[config.mk]
export PLATFORM = sky130hd
export DESIGN_NAME = dbw_top
export DESIGN_NICKNAME = d
export VERILOG_FILES = /design/src/dbw_pkg.sv /design/src/dbw_top.sv
export SDC_FILE = /design/constraint.sdc
export NUM_CORES = 1
export LEC_CHECK = 0
export ABC_AREA = 0
export BUFFER_PORTS_ARGS = -buffer_cell sky130_fd_sc_hd__clkbuf_2
export CAP_MARGIN = 5
export CORE_ASPECT_RATIO = 0.8
export CORE_MARGIN = 2
export CORE_UTILIZATION = 55
export DETAILED_ROUTE_END_ITERATION = 7
export MAX_ROUTING_LAYER = met4
export PLACE_DENSITY_LB_ADDON = 0.25
export SYNTH_ARGS = -nofsm -noshare
export SYNTH_HDL_FRONTEND = slang
export SYNTH_SLANG_ARGS = --single-unit
[constraint.sdc]
create_clock -name i_mclk -period 3.1 [get_ports i_mclk]
set_input_delay 0.465 -clock i_mclk [delete_from_list [all_inputs] [get_ports i_mclk]]
set_output_delay 0.465 -clock i_mclk [all_outputs]
set_load 0.02 [all_outputs]
[src/dbw_pkg.sv]
// constants for the dead-band and auto-shutdown waveform block
package dbw_pkg;
  // ==========================================================================
  // bus shape
  localparam int          DATA_W      = 32;
  localparam int          ADDR_W      = 8;
  localparam logic [1:0]  RESP_OKAY   = 2'h0;
  localparam logic [1:0]  RESP_SLVERR = 2'h2;
  // ==========================================================================
  // register byte offsets
  localparam logic [7:0]  OFF_CTRL    = 8'h00;
  localparam logic [7:0]  OFF_SHUT    = 8'h04;
  localparam logic [7:0]  OFF_FAULT   = 8'h08;
  localparam logic [7:0]  OFF_RISE    = 8'h0c;
  localparam logic [7:0]  OFF_FALL    = 8'h10;
  localparam logic [7:0]  OFF_CLK     = 8'h14;
  localparam logic [7:0]  OFF_STAT    = 8'h18;
  // ==========================================================================
  // field positions
  localparam int          EN_BIT      = 7;
  localparam int          LD_BIT      = 6;
  localparam int          MODE_LSB    = 0;
  localparam int          SD_BIT      = 7;
  localparam int          REN_BIT     = 6;
  localparam int          OVR_BD_LSB  = 4;
  localparam int          OVR_AC_LSB  = 2;
  localparam int          CS_BIT      = 0;
  localparam int          OVR_HI_BIT  = 1;
  // ==========================================================================
  // widths, codes and reset values
  localparam int          CNT_W       = 6;
  localparam int          MODE_W      = 3;
  localparam int          FAULT_N     = 4;
  localparam int          SYNC_W      = FAULT_N + 2;
  localparam logic [2:0]  MODE_HALF   = 3'h4;
  localparam logic [2:0]  MODE_FWD    = 3'h2;
  localparam logic [2:0]  MODE_REV    = 3'h3;
  localparam logic [1:0]  OVR_RST     = 2'h1;
  localparam logic [5:0]  SYNC_RST    = 6'h1e;
  localparam logic [5:0]  CNT_ONE     = 6'h01;
  localparam logic [5:0]  CNT_ZERO    = 6'h00;
endpackage

[src/dbw_top.sv]
// dead-band timing and auto-shutdown waveform block with axi4-lite registers

module dbw_top (
  // clock and reset
  input  wire logic                          i_mclk,
  input  wire logic                          i_rst_b,
  // axi4-lite write address
  input  wire logic                          i_s_awvalid,
  output      logic                          o_s_awready,
  input  wire logic [dbw_pkg::ADDR_W-1:0]    i_s_awaddr,
  input  wire logic [2:0]                    i_s_awprot,
  // axi4-lite write data
  input  wire logic                          i_s_wvalid,
  output      logic                          o_s_wready,
  input  wire logic [dbw_pkg::DATA_W-1:0]    i_s_wdata,
  input  wire logic [3:0]                    i_s_wstrb,
  // axi4-lite write response
  output      logic                          o_s_bvalid,
  input  wire logic                          i_s_bready,
  output      logic [1:0]                    o_s_bresp,
  // axi4-lite read
  input  wire logic                          i_s_arvalid,
  output      logic                          o_s_arready,
  input  wire logic [dbw_pkg::ADDR_W-1:0]    i_s_araddr,
  input  wire logic [2:0]                    i_s_arprot,
  output      logic                          o_s_rvalid,
  input  wire logic                          i_s_rready,
  output      logic [dbw_pkg::DATA_W-1:0]    o_s_rdata,
  output      logic [1:0]                    o_s_rresp,
  // data, fault and oscillator inputs, asynchronous
  input  wire logic                          i_data,
  input  wire logic [dbw_pkg::FAULT_N-1:0]   i_fault_b,
  input  wire logic                          i_fast_osc,
  // bridge outputs and status
  output      logic                          o_out_a,
  output      logic                          o_out_b,
  output      logic                          o_out_c,
  output      logic                          o_out_d,
  output      logic                          o_shutdown_event,
  output      logic                          o_fast_osc_keep
);
  // ==========================================================================
  // registers
  logic                        en;
  logic                        load_request;
  logic [dbw_pkg::MODE_W-1:0]  mode;
  logic                        shutdown;
  logic                        restart_en;
  logic [1:0]                  override_level_bd;
  logic [1:0]                  override_level_ac;
  logic [dbw_pkg::FAULT_N-1:0] fault_source_enable;
  logic [dbw_pkg::CNT_W-1:0]   rise_buf;
  logic [dbw_pkg::CNT_W-1:0]   fall_buf;
  logic [dbw_pkg::CNT_W-1:0]   rise_deadband_count;
  logic [dbw_pkg::CNT_W-1:0]   fall_deadband_count;
  logic                        clk_sel;
  // ==========================================================================
  // axi4-lite slave
  logic                        aw_held;
  logic                        w_held;
  logic [dbw_pkg::ADDR_W-1:0]  wr_addr;
  logic [dbw_pkg::DATA_W-1:0]  wr_data;
  logic                        wr_lane0;
  logic [dbw_pkg::DATA_W-1:0]  rd_mux;
  wire aw_fire = i_s_awvalid & o_s_awready;
  wire w_fire  = i_s_wvalid & o_s_wready;
  wire ar_fire = i_s_arvalid & o_s_arready;
  wire wr_go   = aw_held & w_held & ~o_s_bvalid;
  wire wr_en   = wr_go & wr_lane0;
  wire wr_ctrl  = wr_en & (wr_addr == dbw_pkg::OFF_CTRL);
  wire wr_shut  = wr_en & (wr_addr == dbw_pkg::OFF_SHUT);
  wire wr_fault = wr_en & (wr_addr == dbw_pkg::OFF_FAULT);
  wire wr_rise  = wr_en & (wr_addr == dbw_pkg::OFF_RISE);
  wire wr_fall  = wr_en & (wr_addr == dbw_pkg::OFF_FALL);
  wire wr_clk   = wr_en & (wr_addr == dbw_pkg::OFF_CLK);
  wire wr_map   = (wr_addr == dbw_pkg::OFF_CTRL) | (wr_addr == dbw_pkg::OFF_SHUT) |
                  (wr_addr == dbw_pkg::OFF_FAULT) | (wr_addr == dbw_pkg::OFF_RISE) |
                  (wr_addr == dbw_pkg::OFF_FALL) | (wr_addr == dbw_pkg::OFF_CLK) |
                  (wr_addr == dbw_pkg::OFF_STAT);
  wire rd_map   = (i_s_araddr == dbw_pkg::OFF_CTRL) | (i_s_araddr == dbw_pkg::OFF_SHUT) |
                  (i_s_araddr == dbw_pkg::OFF_FAULT) | (i_s_araddr == dbw_pkg::OFF_RISE) |
                  (i_s_araddr == dbw_pkg::OFF_FALL) | (i_s_araddr == dbw_pkg::OFF_CLK) |
                  (i_s_araddr == dbw_pkg::OFF_STAT);

  always_ff @(posedge i_mclk) begin
    if (!i_rst_b) begin
      o_s_awready <= 1'b1;
      o_s_wready  <= 1'b1;
      aw_held     <= 1'b0;
      w_held      <= 1'b0;
      wr_addr     <= '0;
      wr_data     <= '0;
      wr_lane0    <= 1'b0;
      o_s_bvalid  <= 1'b0;
      o_s_bresp   <= dbw_pkg::RESP_OKAY;
    end else begin
      if (aw_fire) begin
        aw_held     <= 1'b1;
        wr_addr     <= i_s_awaddr;
        o_s_awready <= 1'b0;
      end
      if (w_fire) begin
        w_held     <= 1'b1;
        wr_data    <= i_s_wdata;
        wr_lane0   <= i_s_wstrb[0];
        o_s_wready <= 1'b0;
      end
      if (wr_go) begin
        aw_held    <= 1'b0;
        w_held     <= 1'b0;
        o_s_bvalid <= 1'b1;
        o_s_bresp  <= wr_map ? dbw_pkg::RESP_OKAY : dbw_pkg::RESP_SLVERR;
      end
      if (o_s_bvalid && i_s_bready) begin
        o_s_bvalid  <= 1'b0;
        o_s_awready <= 1'b1;
        o_s_wready  <= 1'b1;
      end
    end
  end

  // ==========================================================================
  // input synchronisers
  logic [dbw_pkg::SYNC_W-1:0] sync1;
  logic [dbw_pkg::SYNC_W-1:0] sync2;
  logic [dbw_pkg::SYNC_W-1:0] sync3;
  logic [dbw_pkg::SYNC_W-1:0] sync_lvl;
  // three stages, change once 2nd and 3rd agree
  always_ff @(posedge i_mclk) begin
    if (!i_rst_b) begin
      sync1    <= dbw_pkg::SYNC_RST;
      sync2    <= dbw_pkg::SYNC_RST;
      sync3    <= dbw_pkg::SYNC_RST;
      sync_lvl <= dbw_pkg::SYNC_RST;
    end else begin
      sync1    <= {i_fast_osc, i_fault_b, i_data};
      sync2    <= sync1;
      sync3    <= sync2;
      sync_lvl <= (sync2 & sync3) | (sync_lvl & (sync2 | sync3));
    end
  end
  logic data_d;
  logic osc_d;
  wire  data_s    = sync_lvl[0];
  wire  osc_s     = sync_lvl[dbw_pkg::SYNC_W-1];
  wire  [dbw_pkg::FAULT_N-1:0] fault_lvl_b = sync_lvl[dbw_pkg::FAULT_N:1];
  wire  data_rise = en & data_s & ~data_d;
  wire  data_fall = en & ~data_s & data_d;
  // select dead-band clock: fast oscillator edges or every system cycle
  wire  tick      = clk_sel ? (osc_s & ~osc_d) : 1'b1;
  wire  fault_act = |(~fault_lvl_b & fault_source_enable);
  // direct path from pins to the output flops, no software delay
  wire  fault_fast = |(~i_fault_b & fault_source_enable);

  // ==========================================================================
  // control registers
  wire en_set  = wr_ctrl & wr_data[dbw_pkg::EN_BIT] & ~en;
  logic ld_fall_seen;
  // active copy loads at rise after first fall once requested
  wire ld_take = en & load_request & ld_fall_seen & data_rise;
  always_ff @(posedge i_mclk) begin
    if (!i_rst_b) begin
      en                  <= 1'b0;
      mode                <= '0;
      restart_en          <= 1'b0;
      override_level_bd   <= dbw_pkg::OVR_RST;
      override_level_ac   <= dbw_pkg::OVR_RST;
      fault_source_enable <= '0;
      rise_buf            <= '0;
      fall_buf            <= '0;
      clk_sel             <= 1'b0;
    end else begin
      if (wr_ctrl) begin
        en   <= wr_data[dbw_pkg::EN_BIT];
        mode <= wr_data[dbw_pkg::MODE_LSB +: dbw_pkg::MODE_W];
      end
      if (wr_shut) begin
        restart_en        <= wr_data[dbw_pkg::REN_BIT];
        override_level_bd <= wr_data[dbw_pkg::OVR_BD_LSB +: 2];
        override_level_ac <= wr_data[dbw_pkg::OVR_AC_LSB +: 2];
      end
      if (wr_fault) fault_source_enable <= wr_data[dbw_pkg::FAULT_N-1:0];
      if (wr_rise)  rise_buf <= wr_data[dbw_pkg::CNT_W-1:0];
      if (wr_fall)  fall_buf <= wr_data[dbw_pkg::CNT_W-1:0];
      if (wr_clk)   clk_sel  <= wr_data[dbw_pkg::CS_BIT];
    end
  end

  // disabled writes load at once; enabled wait for request
  always_ff @(posedge i_mclk) begin
    if (!i_rst_b) begin
      rise_deadband_count <= '0;
      fall_deadband_count <= '0;
      load_request        <= 1'b0;
      ld_fall_seen        <= 1'b0;
    end else begin
      if (wr_rise && !en) rise_deadband_count <= wr_data[dbw_pkg::CNT_W-1:0];
      if (wr_fall && !en) fall_deadband_count <= wr_data[dbw_pkg::CNT_W-1:0];
      if (ld_take) begin
        rise_deadband_count <= rise_buf;
        fall_deadband_count <= fall_buf;
      end
      // request only honoured when already enabled
      if (wr_ctrl && en && wr_data[dbw_pkg::LD_BIT]) load_request <= 1'b1;
      else if (ld_take || !en) load_request <= 1'b0;
      if (!load_request || ld_take) ld_fall_seen <= 1'b0;
      else if (data_fall) ld_fall_seen <= 1'b1;
    end
  end

  // ==========================================================================
  // dead-band counters
  wire half     = en & (mode == dbw_pkg::MODE_HALF);
  wire fwd      = en & (mode == dbw_pkg::MODE_FWD);
  wire rev      = en & (mode == dbw_pkg::MODE_REV);
  wire full     = fwd | rev;
  logic cur_rev;
  // reverse band only on forward-to-reverse change
  wire to_rev   = data_rise & rev & ~cur_rev;
  // forward band only on reverse-to-forward change
  wire to_fwd   = data_rise & fwd & cur_rev;
  wire dir_chg  = to_rev | to_fwd;
  // band starts at the data edge itself
  wire rise_start  = (half & data_rise) | to_rev;
  wire fall_start  = (half & data_fall) | to_fwd;
  // reversal of the input cancels the waiting band
  wire rise_cancel = data_fall;
  wire fall_cancel = half ? data_rise : data_fall;
  logic                      rise_busy;
  logic                      fall_busy;
  logic [dbw_pkg::CNT_W-1:0] rise_cnt;
  logic [dbw_pkg::CNT_W-1:0] fall_cnt;
  wire [dbw_pkg::CNT_W-1:0] rise_inc = dbw_pkg::CNT_W'(rise_cnt + dbw_pkg::CNT_ONE);
  wire [dbw_pkg::CNT_W-1:0] fall_inc = dbw_pkg::CNT_W'(fall_cnt + dbw_pkg::CNT_ONE);
  // rise interval from the rise setting
  wire rise_hit  = rise_busy & tick & (rise_inc == rise_deadband_count) & ~rise_cancel;
  wire fall_hit  = fall_busy & tick & (fall_inc == fall_deadband_count) & ~fall_cancel;
  wire rise_done = (rise_start & (rise_deadband_count == dbw_pkg::CNT_ZERO)) | rise_hit;
  wire fall_done = (fall_start & (fall_deadband_count == dbw_pkg::CNT_ZERO)) | fall_hit;

  // count up from zero; unsynchronised edge removes at most one period
  always_ff @(posedge i_mclk) begin
    if (!i_rst_b || !en) begin
      rise_busy <= 1'b0;
      rise_cnt  <= '0;
    end else if (rise_cancel || rise_hit) begin
      rise_busy <= 1'b0;
    end else if (rise_start && !rise_done) begin
      rise_busy <= 1'b1;
      rise_cnt  <= '0;
    end else if (rise_busy && tick) begin
      rise_cnt  <= rise_inc;
    end
  end
  // same scheme for the falling band
  always_ff @(posedge i_mclk) begin
    if (!i_rst_b || !en) begin
      fall_busy <= 1'b0;
      fall_cnt  <= '0;
    end else if (fall_cancel || fall_hit) begin
      fall_busy <= 1'b0;
    end else if (fall_start && !fall_done) begin
      fall_busy <= 1'b1;
      fall_cnt  <= '0;
    end else if (fall_busy && tick) begin
      fall_cnt  <= fall_inc;
    end
  end

  // ==========================================================================
  // waveform levels
  logic lvl_p;
  logic lvl_n;
  // half bridge out_a rises only when the rise band completes
  wire set_p  = rise_done | (full & (fall_done | (data_rise & ~dir_chg)));
  // half bridge out_b rises when the fall band completes
  wire set_n  = half & fall_done;
  always_ff @(posedge i_mclk) begin
    if (!i_rst_b) begin
      lvl_p   <= 1'b0;
      lvl_n   <= 1'b0;
      cur_rev <= 1'b0;
      data_d  <= 1'b0;
      osc_d   <= 1'b0;
    end else begin
      data_d  <= data_s;
      osc_d   <= osc_s;
      lvl_p   <= (data_fall | (data_rise & ~set_p)) ? 1'b0 : (set_p ? 1'b1 : lvl_p);
      lvl_n   <= (data_rise | (data_fall & ~set_n)) ? 1'b0 : (set_n ? 1'b1 : lvl_n);
      if (data_rise) cur_rev <= rev;
    end
  end
  // full bridge: a/c static by direction, b or d modulated
  wire wave_a = half ? lvl_p : (full & ~cur_rev);
  wire wave_b = half ? lvl_n : (full & cur_rev & lvl_p);
  wire wave_c = half ? lvl_p : (full & cur_rev);
  wire wave_d = half ? lvl_n : (full & ~cur_rev & lvl_p);

  // ==========================================================================
  // shutdown
  logic resume_hold;
  // software set forces shutdown; enabling starts in shutdown
  wire sd_set   = fault_act | en_set | (wr_shut & wr_data[dbw_pkg::SD_BIT]);
  // software clear loses to any live condition
  wire sd_clr   = wr_shut & ~wr_data[dbw_pkg::SD_BIT];
  // auto restart clears the bit itself
  wire sd_auto  = restart_en & shutdown;
  // clearing only possible with no source present
  wire next_shutdown = sd_set | (shutdown & ~sd_auto & ~sd_clr);
  wire force_ovr = shutdown | resume_hold | fault_fast;
  always_ff @(posedge i_mclk) begin
    if (!i_rst_b) begin
      shutdown         <= 1'b0;
      resume_hold      <= 1'b0;
      o_shutdown_event <= 1'b0;
      o_fast_osc_keep  <= 1'b0;
    end else begin
      shutdown         <= next_shutdown;
      // stay overridden until the first data rise after clearing
      resume_hold      <= shutdown | (resume_hold & ~data_rise);
      // pulse whenever the bit becomes set
      o_shutdown_event <= next_shutdown & ~shutdown;
      // keep the fast oscillator alive while it times the bands
      o_fast_osc_keep  <= en & clk_sel;
    end
  end
  // bd field for b/d, ac field for a/c
  always_ff @(posedge i_mclk) begin
    if (!i_rst_b) begin
      o_out_a <= 1'b0;
      o_out_b <= 1'b0;
      o_out_c <= 1'b0;
      o_out_d <= 1'b0;
    end else begin
      o_out_a <= en & (force_ovr ? override_level_ac[dbw_pkg::OVR_HI_BIT] : wave_a);
      o_out_b <= en & (force_ovr ? override_level_bd[dbw_pkg::OVR_HI_BIT] : wave_b);
      o_out_c <= en & (force_ovr ? override_level_ac[dbw_pkg::OVR_HI_BIT] : wave_c);
      o_out_d <= en & (force_ovr ? override_level_bd[dbw_pkg::OVR_HI_BIT] : wave_d);
    end
  end

  // ==========================================================================
  // register read
  assign rd_mux = (i_s_araddr == dbw_pkg::OFF_CTRL)  ? {24'h0, en, load_request, 3'h0, mode} :
                  (i_s_araddr == dbw_pkg::OFF_SHUT)  ? {24'h0, shutdown, restart_en, override_level_bd,
                                                        override_level_ac, 2'h0} :
                  (i_s_araddr == dbw_pkg::OFF_FAULT) ? {28'h0, fault_source_enable} :
                  (i_s_araddr == dbw_pkg::OFF_RISE)  ? {26'h0, rise_buf} :
                  (i_s_araddr == dbw_pkg::OFF_FALL)  ? {26'h0, fall_buf} :
                  (i_s_araddr == dbw_pkg::OFF_CLK)   ? {31'h0, clk_sel} :
                  (i_s_araddr == dbw_pkg::OFF_STAT)  ? {18'h0, fall_deadband_count, rise_deadband_count,
                                                        fault_act, data_s} : 32'h0;
  always_ff @(posedge i_mclk) begin
    if (!i_rst_b) begin
      o_s_arready <= 1'b1;
      o_s_rvalid  <= 1'b0;
      o_s_rdata   <= '0;
      o_s_rresp   <= dbw_pkg::RESP_OKAY;
    end else if (ar_fire) begin
      o_s_arready <= 1'b0;
      o_s_rvalid  <= 1'b1;
      o_s_rdata   <= rd_mux;
      o_s_rresp   <= rd_map ? dbw_pkg::RESP_OKAY : dbw_pkg::RESP_SLVERR;
    end else if (o_s_rvalid && i_s_rready) begin
      o_s_arready <= 1'b1;
      o_s_rvalid  <= 1'b0;
    end
  end
endmodule

Yosys cells after proc, flatten, opt, wreduce, memory -nomap -nowiden

Cells that the tools add are included.

Add/sub/neg operators: 2
Multiply operators: 0
Divide/modulo/power cells: 0
$lt $le $gt $ge: 0
Equality and inequality tests: 17
Shift-type cells: 0
Muxes and demuxes: 33
Bitwise logic cells: 115
Reduce and logical (&&, ||, !) cells: 41

Operator list:

| operator                                      | number |
|---|---|
| two-way mux 14 bit                            | 7 |
| bitwise AND 1 bit                             | 60 |
| == test 8 x 5 -> 1 bit, second input constant | 6 |
| two-way mux 6 bit                             | 8 |
| == test 8 x 4 -> 1 bit, second input constant | 4 |
| OR 1 bit                                      | 28 |
| inverter 1 bit                                | 19 |
| == test 8 x 3 -> 1 bit, second input constant | 2 |
| zero test 8 bit                               | 2 |
| two-way mux 1 bit                             | 16 |
| OR reduction 2 bit                            | 7 |
| adder 6 x 1 -> 6 bit, second input constant   | 2 |
| bitwise AND 6 bit                             | 2 |
| == test 6 bit                                 | 2 |
| zero test 6 bit                               | 2 |
| OR 6 bit                                      | 2 |
| nonzero test 2 bit                            | 6 |
| logical AND 1 bit                             | 10 |
| bitwise AND 4 bit                             | 2 |
| inverter 4 bit                                | 2 |
| OR reduction 4 bit                            | 2 |
| == test 3 x 2 -> 1 bit, second input constant | 2 |
| zero test 1 bit                               | 5 |
| logical OR 1 bit                              | 5 |
| 3 further kinds                               | 5 |

Register bits after elaboration: 151
Bits in latches: 0
Memory bits (writable): 0
ROM bits: 0
Logic and storage cells: 255
Memories kept: 0

Logic depth before layout (Yosys ltp)

Gate-level depths: netlist of the first run.

Depth in word-level cells: 14
Depth in mapped cells: 8
Mapped depth without buffers: 7

Least setup slack after synthesis of the first run

Ideal clock, no wire load.

Path kind: reg2reg
Start: register fall_cnt[0] (netlist bit)
End: register fall_cnt[1] (netlist bit)
Arrival: 2.107 ns
Setup slack: 0.867 ns
Stages on the path, launching flop included: 9
Path buffers: 1
Clock period less this slack: 2.233 ns
Cell sequence: dfxtp_1 ha_1 xor2_1 a2111oi_0 nand4_1 o21ai_1 or3b_1 clkbuf_1 o21ai_0

Longest elaborated chain between the ends: 9
Elaborated cells between the ends (all ways): 13
Classes of those cells: add/sub (1); eq/ne (1); mux (2); bitwise (4); reduce/logical (5)

Ends and longest elaborated chain:

| element                              | line           | source |
|---|---|---|
| start: declaration                   | dbw_top.sv:232 | `logic [dbw_pkg::CNT_W-1:0] fall_cnt;` |
| start signal: assignment             | dbw_top.sv:266 | `fall_cnt <= fall_inc;` |
| adder 6 x 1 -> 6 bit (*)             | dbw_top.sv:234 | `wire [dbw_pkg::CNT_W-1:0] fall_inc = dbw_pkg::CNT_W'(fall_cnt + dbw_pkg::CNT_ONE);` |
| == test 6 bit                        | dbw_top.sv:237 | `wire fall_hit = fall_busy & tick & (fall_inc == fall_deadband_count) & ~fall_cancel;` |
| bitwise AND 1 bit (2 in a row)       | dbw_top.sv:237 |  |
| OR 1 bit                             | dbw_top.sv:239 | `wire fall_done = (fall_start & (fall_deadband_count == dbw_pkg::CNT_ZERO)) \| fall_hit;` |
| zero test 1 bit                      | dbw_top.sv:262 | `end else if (fall_start && !fall_done) begin` |
| logical AND 1 bit                    | dbw_top.sv:262 |  |
| nonzero test 2 bit (no source line)  | --             |  |
| AND reduction 2 bit (no source line) | --             |  |

Every way passes the cells marked *; elsewhere a longest branch is shown, timed or not. The select of a mux whose other input is x is not followed.
A chain may end at the register's enable or synchronous reset.

Worst setup path after layout of the first run

Same ends and word-level chain as after synthesis.

==> results of run 1 <==
[metal layers]
metal | part of all wire, % | global-route usage, % | vias up | routed length (um)
li1 | - | - | 2496 | -
met1 | 48 | 36.4 | 2448 | 7070
met2 | 45 | 38.3 | 179 | 6550
met3 | 5.8 | 5.99 | 18 | 844
met4 | 1.3 | 8.59 | 0 | 186
met5 | 0 | - | - | 0
[placed cells by master (no fill, tap or decap), types with 4 or more instances in the layout]
cell type	count
a41oi_1	6
xnor2_1	11
o22ai_1	4
clkbuf_16	17
nand3b_1	7
conb_1	20
o2111ai_1	4
a21boi_0	25
nand2_1	85
clkinvlp_4	4
o211ai_1	9
nor3b_1	4
and3_1	4
a22oi_1	8
nand3_1	26
clkinv_2	4
nor3_1	11
clkbuf_2	64
nor2b_1	35
buf_4	6
nand2b_1	22
nor2_1	32
o21ai_1	10
and2_1	16
inv_1	13
mux2i_1	40
xor2_1	8
o21ai_0	35
a21oi_1	28
a31oi_1	10
dfxtp_1	131
[final cells by class]
cell class / count / area (um2)
Inverter: 13 / 48.8
Fill cell: 899 / 3820
Clock inverter: 13 / 158
Timing Repair Buffer: 70 / 365
Sequential cell: 131 / 2620
Clock buffer: 19 / 453
Tap cell: 144 / 180
Multi-Input combinational cell: 508 / 3110
[registers in the layout, summed over array words and instances (netlist names), 4 cells and up]
signal,flops
o_s_rdata,14
wr_addr,8
wr_data,8
fall_buf,6
fall_cnt,6
fall_deadband_count,6
rise_buf,6
rise_cnt,6
rise_deadband_count,6
sync1,6
sync2,6
sync3,6
sync_lvl,6
fault_source_enable,4
[path summary, 6_finish.rpt]
path	end	slack, ns	depth (start not counted)
setup / recovery	fall_cnt[1]	0.58	7
hold / removal	sync1[0]	0.25	2
setup reg to reg	fall_cnt[1]	0.58	7
hold reg to reg	sync2[1]	0.40	1
[cells by family after synthesis]
kind of cell,Yosys count,share of synthesized area [%]
simple gates,267,23.5
flops,131,43.7
compound gates,159,17.0
other cells,1,0.0625
xor+xnor,19,2.77
fa+ha+maj,2,0.417
buf+inv,70,5.65
mux,41,6.86
[where the power goes]
group	switching [mW]	internal [mW]
registers	0.0380	1.72
clock network	0.744	1.30
logic	0.124	0.0678
total	0.907	3.09
[critical path, stage by stage (launching register included)]
cell	delay, ns
dfxtp_1	0.45
ha_1	0.31
xor2_1	0.15
a2111oi_0	0.39
nand4_1	0.22
o21ai_1	0.47
or3b_1	0.30
o21ai_0	0.11
[metrics by stage]
stage	cells	instance area [um2]	setup WS (ns)	hold slack, ns	util [%]
floorplan	709	6080	0.867	0.386	-
global placement	866	6330	0.645	0.389	58.8
detailed placement	866	6330	0.574	0.394	58.8
CTS	898	6940	0.582	0.241	64.5
global route	898	6940	0.317	0.240	64.5
finish	898	6940	0.582	0.251	64.5
==> impl_metrics.ini, run 1 <==
[yosys]
synth_seq_cells = 131
ys_seq_area_share_pct = 43.7
async_reset_ff_share_pct = 0
synth_edf_count = 0
synth_area_leaders = dfxtp_1 44%, mux2i_1 6.7%, nand2_1 5.3%
synth_cells = 690
yosysUniqueCellTypes = 60
yosysTopAreaCell = dfxtp_1
synthDominantCellAreaShare_pct = 43.7
synth_flop_cell = dfxtp_1
synth_common_cells = 131 x dfxtp_1, 85 x nand2_1, 40 x mux2i_1
avgSynthCellArea_um2 = 8.70
yosysWarnings = 0
netlist_area_um2 = 6000
synth_most_common_cell = dfxtp_1

[timing]
rsz0062_at_grt = false
fin_crit_sh_pct = 81.2
fmax_mhz = 397
slew_viol_final = 0
post-route-min-period_ns = 2.52
setup_viol = 0
slew_headroom_pct = 40.8
fin_tns_setup_ns = 0
tightest_slew_ns = 0.879
fin_worst_skew_ns = 0.00629
hold_viol = 0

[hold_path]
worstHoldStart = i_data
hp-class = in -> reg

[cts]
clk_pin_slew_ns = 0.06
clock-sinks = 131
postCtsHoldBufs = 0
htreeDepth = 4
numCtsBuffers = 17
cts_resized = 0
clk_path_buf_depth = 2
cts_setup_buffers = 0
cts_tree = yes
root_buffer = clkbuf_16
clkLatencyLatePin_ns = 0.42

[route]
drtIter0Drc = 448
post_drt_wl_per_cell_um = 16.3
drc = 0
via_per_inst = 5.72
wirelength_um = 14600
vias = 5141
drt_pass1_iterations = 5
ant_nets = 0

[global_routing]
grt_max_degree = 52
grt_pass1_wl_um = 23700
grt.total_usage_pct = 26.4
grt-ovfl-total = 0
grt_pass1_vias = 4769
antenna_found_initial = 0

[critical_path]
rr_startpoint = fall_cnt[0]
worst_ep_arrival_time_ns = 2.82
worstPathRequired_ns = 3.40
endpoint_kind = flop
startpoint_type = flop
critPathMaxFanout = 8
crit_start = fall_cnt[0]
crit_type = reg -> reg

[floorplan]
dieArea_um2 = 11800
coreArea_um2 = 10800
die_h_um = 97.5
std_cell_rows = 34
initial_core_util_pct = 55.8
die-width_um = 121
boundaryPins = 118

[pwr]
irDropWorstVdd_mv = 0.374
powerDensity_nw_per_um2 = 576
p_leak_nw = 2.79
power_mw = 4.00

[placement]
dp_hpwl_um = 10300
numPortBuffers = 64
place.gp.congestion = 0.901

[cells_and_area]
nets = 814
drive_gt1_share_pct = 14.6
antenna_cells = 0
syn2layout_area_growth_pct = 15.6

[status]
outcome = completed

[job]
max_cap_viol_count = 0
No activity file was read; power rests on OpenSTA's default activity.
==> run 2: changes to the inputs <==
- CORE_UTILIZATION: 55 -> 50
- clock period: 3.1 -> 2.2 ns (I/O delays scaled with it)
==> impl_metrics.ini, run 2 (same netlist as run 1, synthesis figures left out) <==
[cells_and_area]
nets = 846
final_common_cell = dfxtp_1
nFillCells = 990
antenna_cells = 0
top_register = o_s_rdata
top_regs = o_s_rdata x14, wr_addr x8, wr_data x8
multi_input_area_um2 = 3150
drive_gt1_share_pct = 18.8
largest_reg_flops = 14
design_area_um2 = 7210
layout_common_cells = 129 x dfxtp_1, 85 x nand2_1, 64 x clkbuf_2, 40 x mux2i_1, 37 x buf_4
seqCellArea_um2 = 2630
final_cells = 934
syn2layout_area_growth_pct = 20.1

[cts]
numCtsBuffers = 17
clock-sinks = 131
root_buffer = clkbuf_16
clk_path_buf_depth = 2
clkLatencyLatePin_ns = 0.42
cts_tree = yes
htreeDepth = 4
clk_pin_slew_ns = 0.06
postCtsHoldBufs = 0

[pwr]
p_leak_nw = 2.96
irDropWorstVdd_mv = 0.556
power_mw = 5.62
powerDensity_nw_per_um2 = 779

[critical_path]
critPathMaxFanout = 6
path_cells = or4_4, nor3_4, nand2_1, or4b_4, mux2i_1, o21ai_1
worstPathRequired_ns = 2.50
crit_cells = 6
crit_start = wr_addr[6]
worst_ep_arrival_time_ns = 2.40
path_buf_inv = 0
rr_startpoint = wr_addr[6]
crit_type = reg -> reg
r2r_slack_ns = 0.1
startpoint_type = flop
critPathMaxStageDelay_ns = 0.60
crit_slowest_cell = or4b_4
crit_end = fall_deadband_count[0]
reg2reg_depth = 6
endpoint_kind = flop
r2r_end = fall_deadband_count[0]
cp_top_family = simple AND/OR/NAND/NOR gates

[timing]
fin_crit_sh_pct = 95.7
fin_tns_setup_ns = 0
fin_hold_ws_ns = 0.114
setup_viol = 0
slew_headroom_pct = 65.3
post-route-min-period_ns = 2.10
rsz0062_at_grt = true
slew_viol_final = 0
fmax_mhz = 475
tightest_slew_ns = 0.519
hold_viol = 0
fin_worst_skew_ns = 0.00816

[floorplan]
die_h_um = 102
dieArea_um2 = 12900
initial_core_util_pct = 51.7
boundaryPins = 118
coreArea_um2 = 11600
die-width_um = 127
std_cell_rows = 35

[global_routing]
grt_pass1_wl_um = 25300
grt_pass1_vias = 4887
grt_max_degree = 57
antenna_found_initial = 0
grt-ovfl-total = 0
grt.total_usage_pct = 25.7

[placement]
dp_hpwl_um = 11400
place.gp.congestion = 0.986
numPortBuffers = 64
place_inst = 902
placed_cell_area_um2 = 6580

[route]
vias = 5309
via_per_inst = 5.68
drtIter0Drc = 439
ant_nets = 0
post_drt_wl_per_cell_um = 16.7
drc = 0
wirelength_um = 15600
drt_pass1_iterations = 5

[job]
max_cap_viol_count = 0

[hold_path]
hp-class = in -> reg

[status]
outcome = completed
[run 2: timing repair]
action	4_1_cts	5_1_grt
resized for setup	1	12
endpoints found under the setup margin	2	30
cloned	0	0
buffers inserted	0	1
pin swaps	0	8
[run 2: area by class of cell]
class	count	share of cell area, %
Timing Repair Buffer	102	8.45
Tap cell	148	2.57
Sequential cell	131	36.4
Clock buffer	23	6.49
Multi-Input combinational cell	508	43.6
Clock inverter	9	1.79
Inverter	13	0.676
[run 2: metrics by stage]
stage                     utilization [%]  setup WS, ns
after global placement               56.7        0.0419
after detailed placement             56.7       0.00253
after global routing                 62.2       -0.0150
after floorplan                         -        0.0582
after CTS                            61.9       0.00544
final                                62.2        0.0953
[run 2: worst register-to-register path: stages (launching register included)]
cell     delay, ns
dfxtp_1       0.31
or4_4         0.56
nor3_4        0.15
nand2_1       0.08
or4b_4        0.60
mux2i_1       0.21
o21ai_1       0.07
[run 2: how the worst min path moves through the flow]
stage                 startpoint  depth (start not counted)  slack, ns       end
global route        i_fault_b[3]                          2       0.12  sync1[4]
global placement        sync1[2]                          1       0.39  sync2[2]
finish                    i_data                          2       0.11  sync1[0]
CTS                       i_data                          2       0.11  sync1[0]
detailed placement      sync1[1]                          1       0.40  sync2[1]
floorplan               sync1[1]                          1       0.39  sync2[1]
[run 2: routing by layer]
metal / global-route usage (%) / vias up / share of wire, %
met3: 6.23 / 18 / 7.3
met4: 6.17 / 0 / 1.2
met5: - / - / 0
li1: - / 2559 / -
met2: 38.2 / 208 / 44
met1: 35.5 / 2524 / 48
[run 2: power by group]
part	switching, mW	internal, mW	total [mW]
clock network	1.02	1.84	2.86
logic	0.182	0.106	0.289
registers	0.0537	2.42	2.48
total	1.26	4.36	5.62
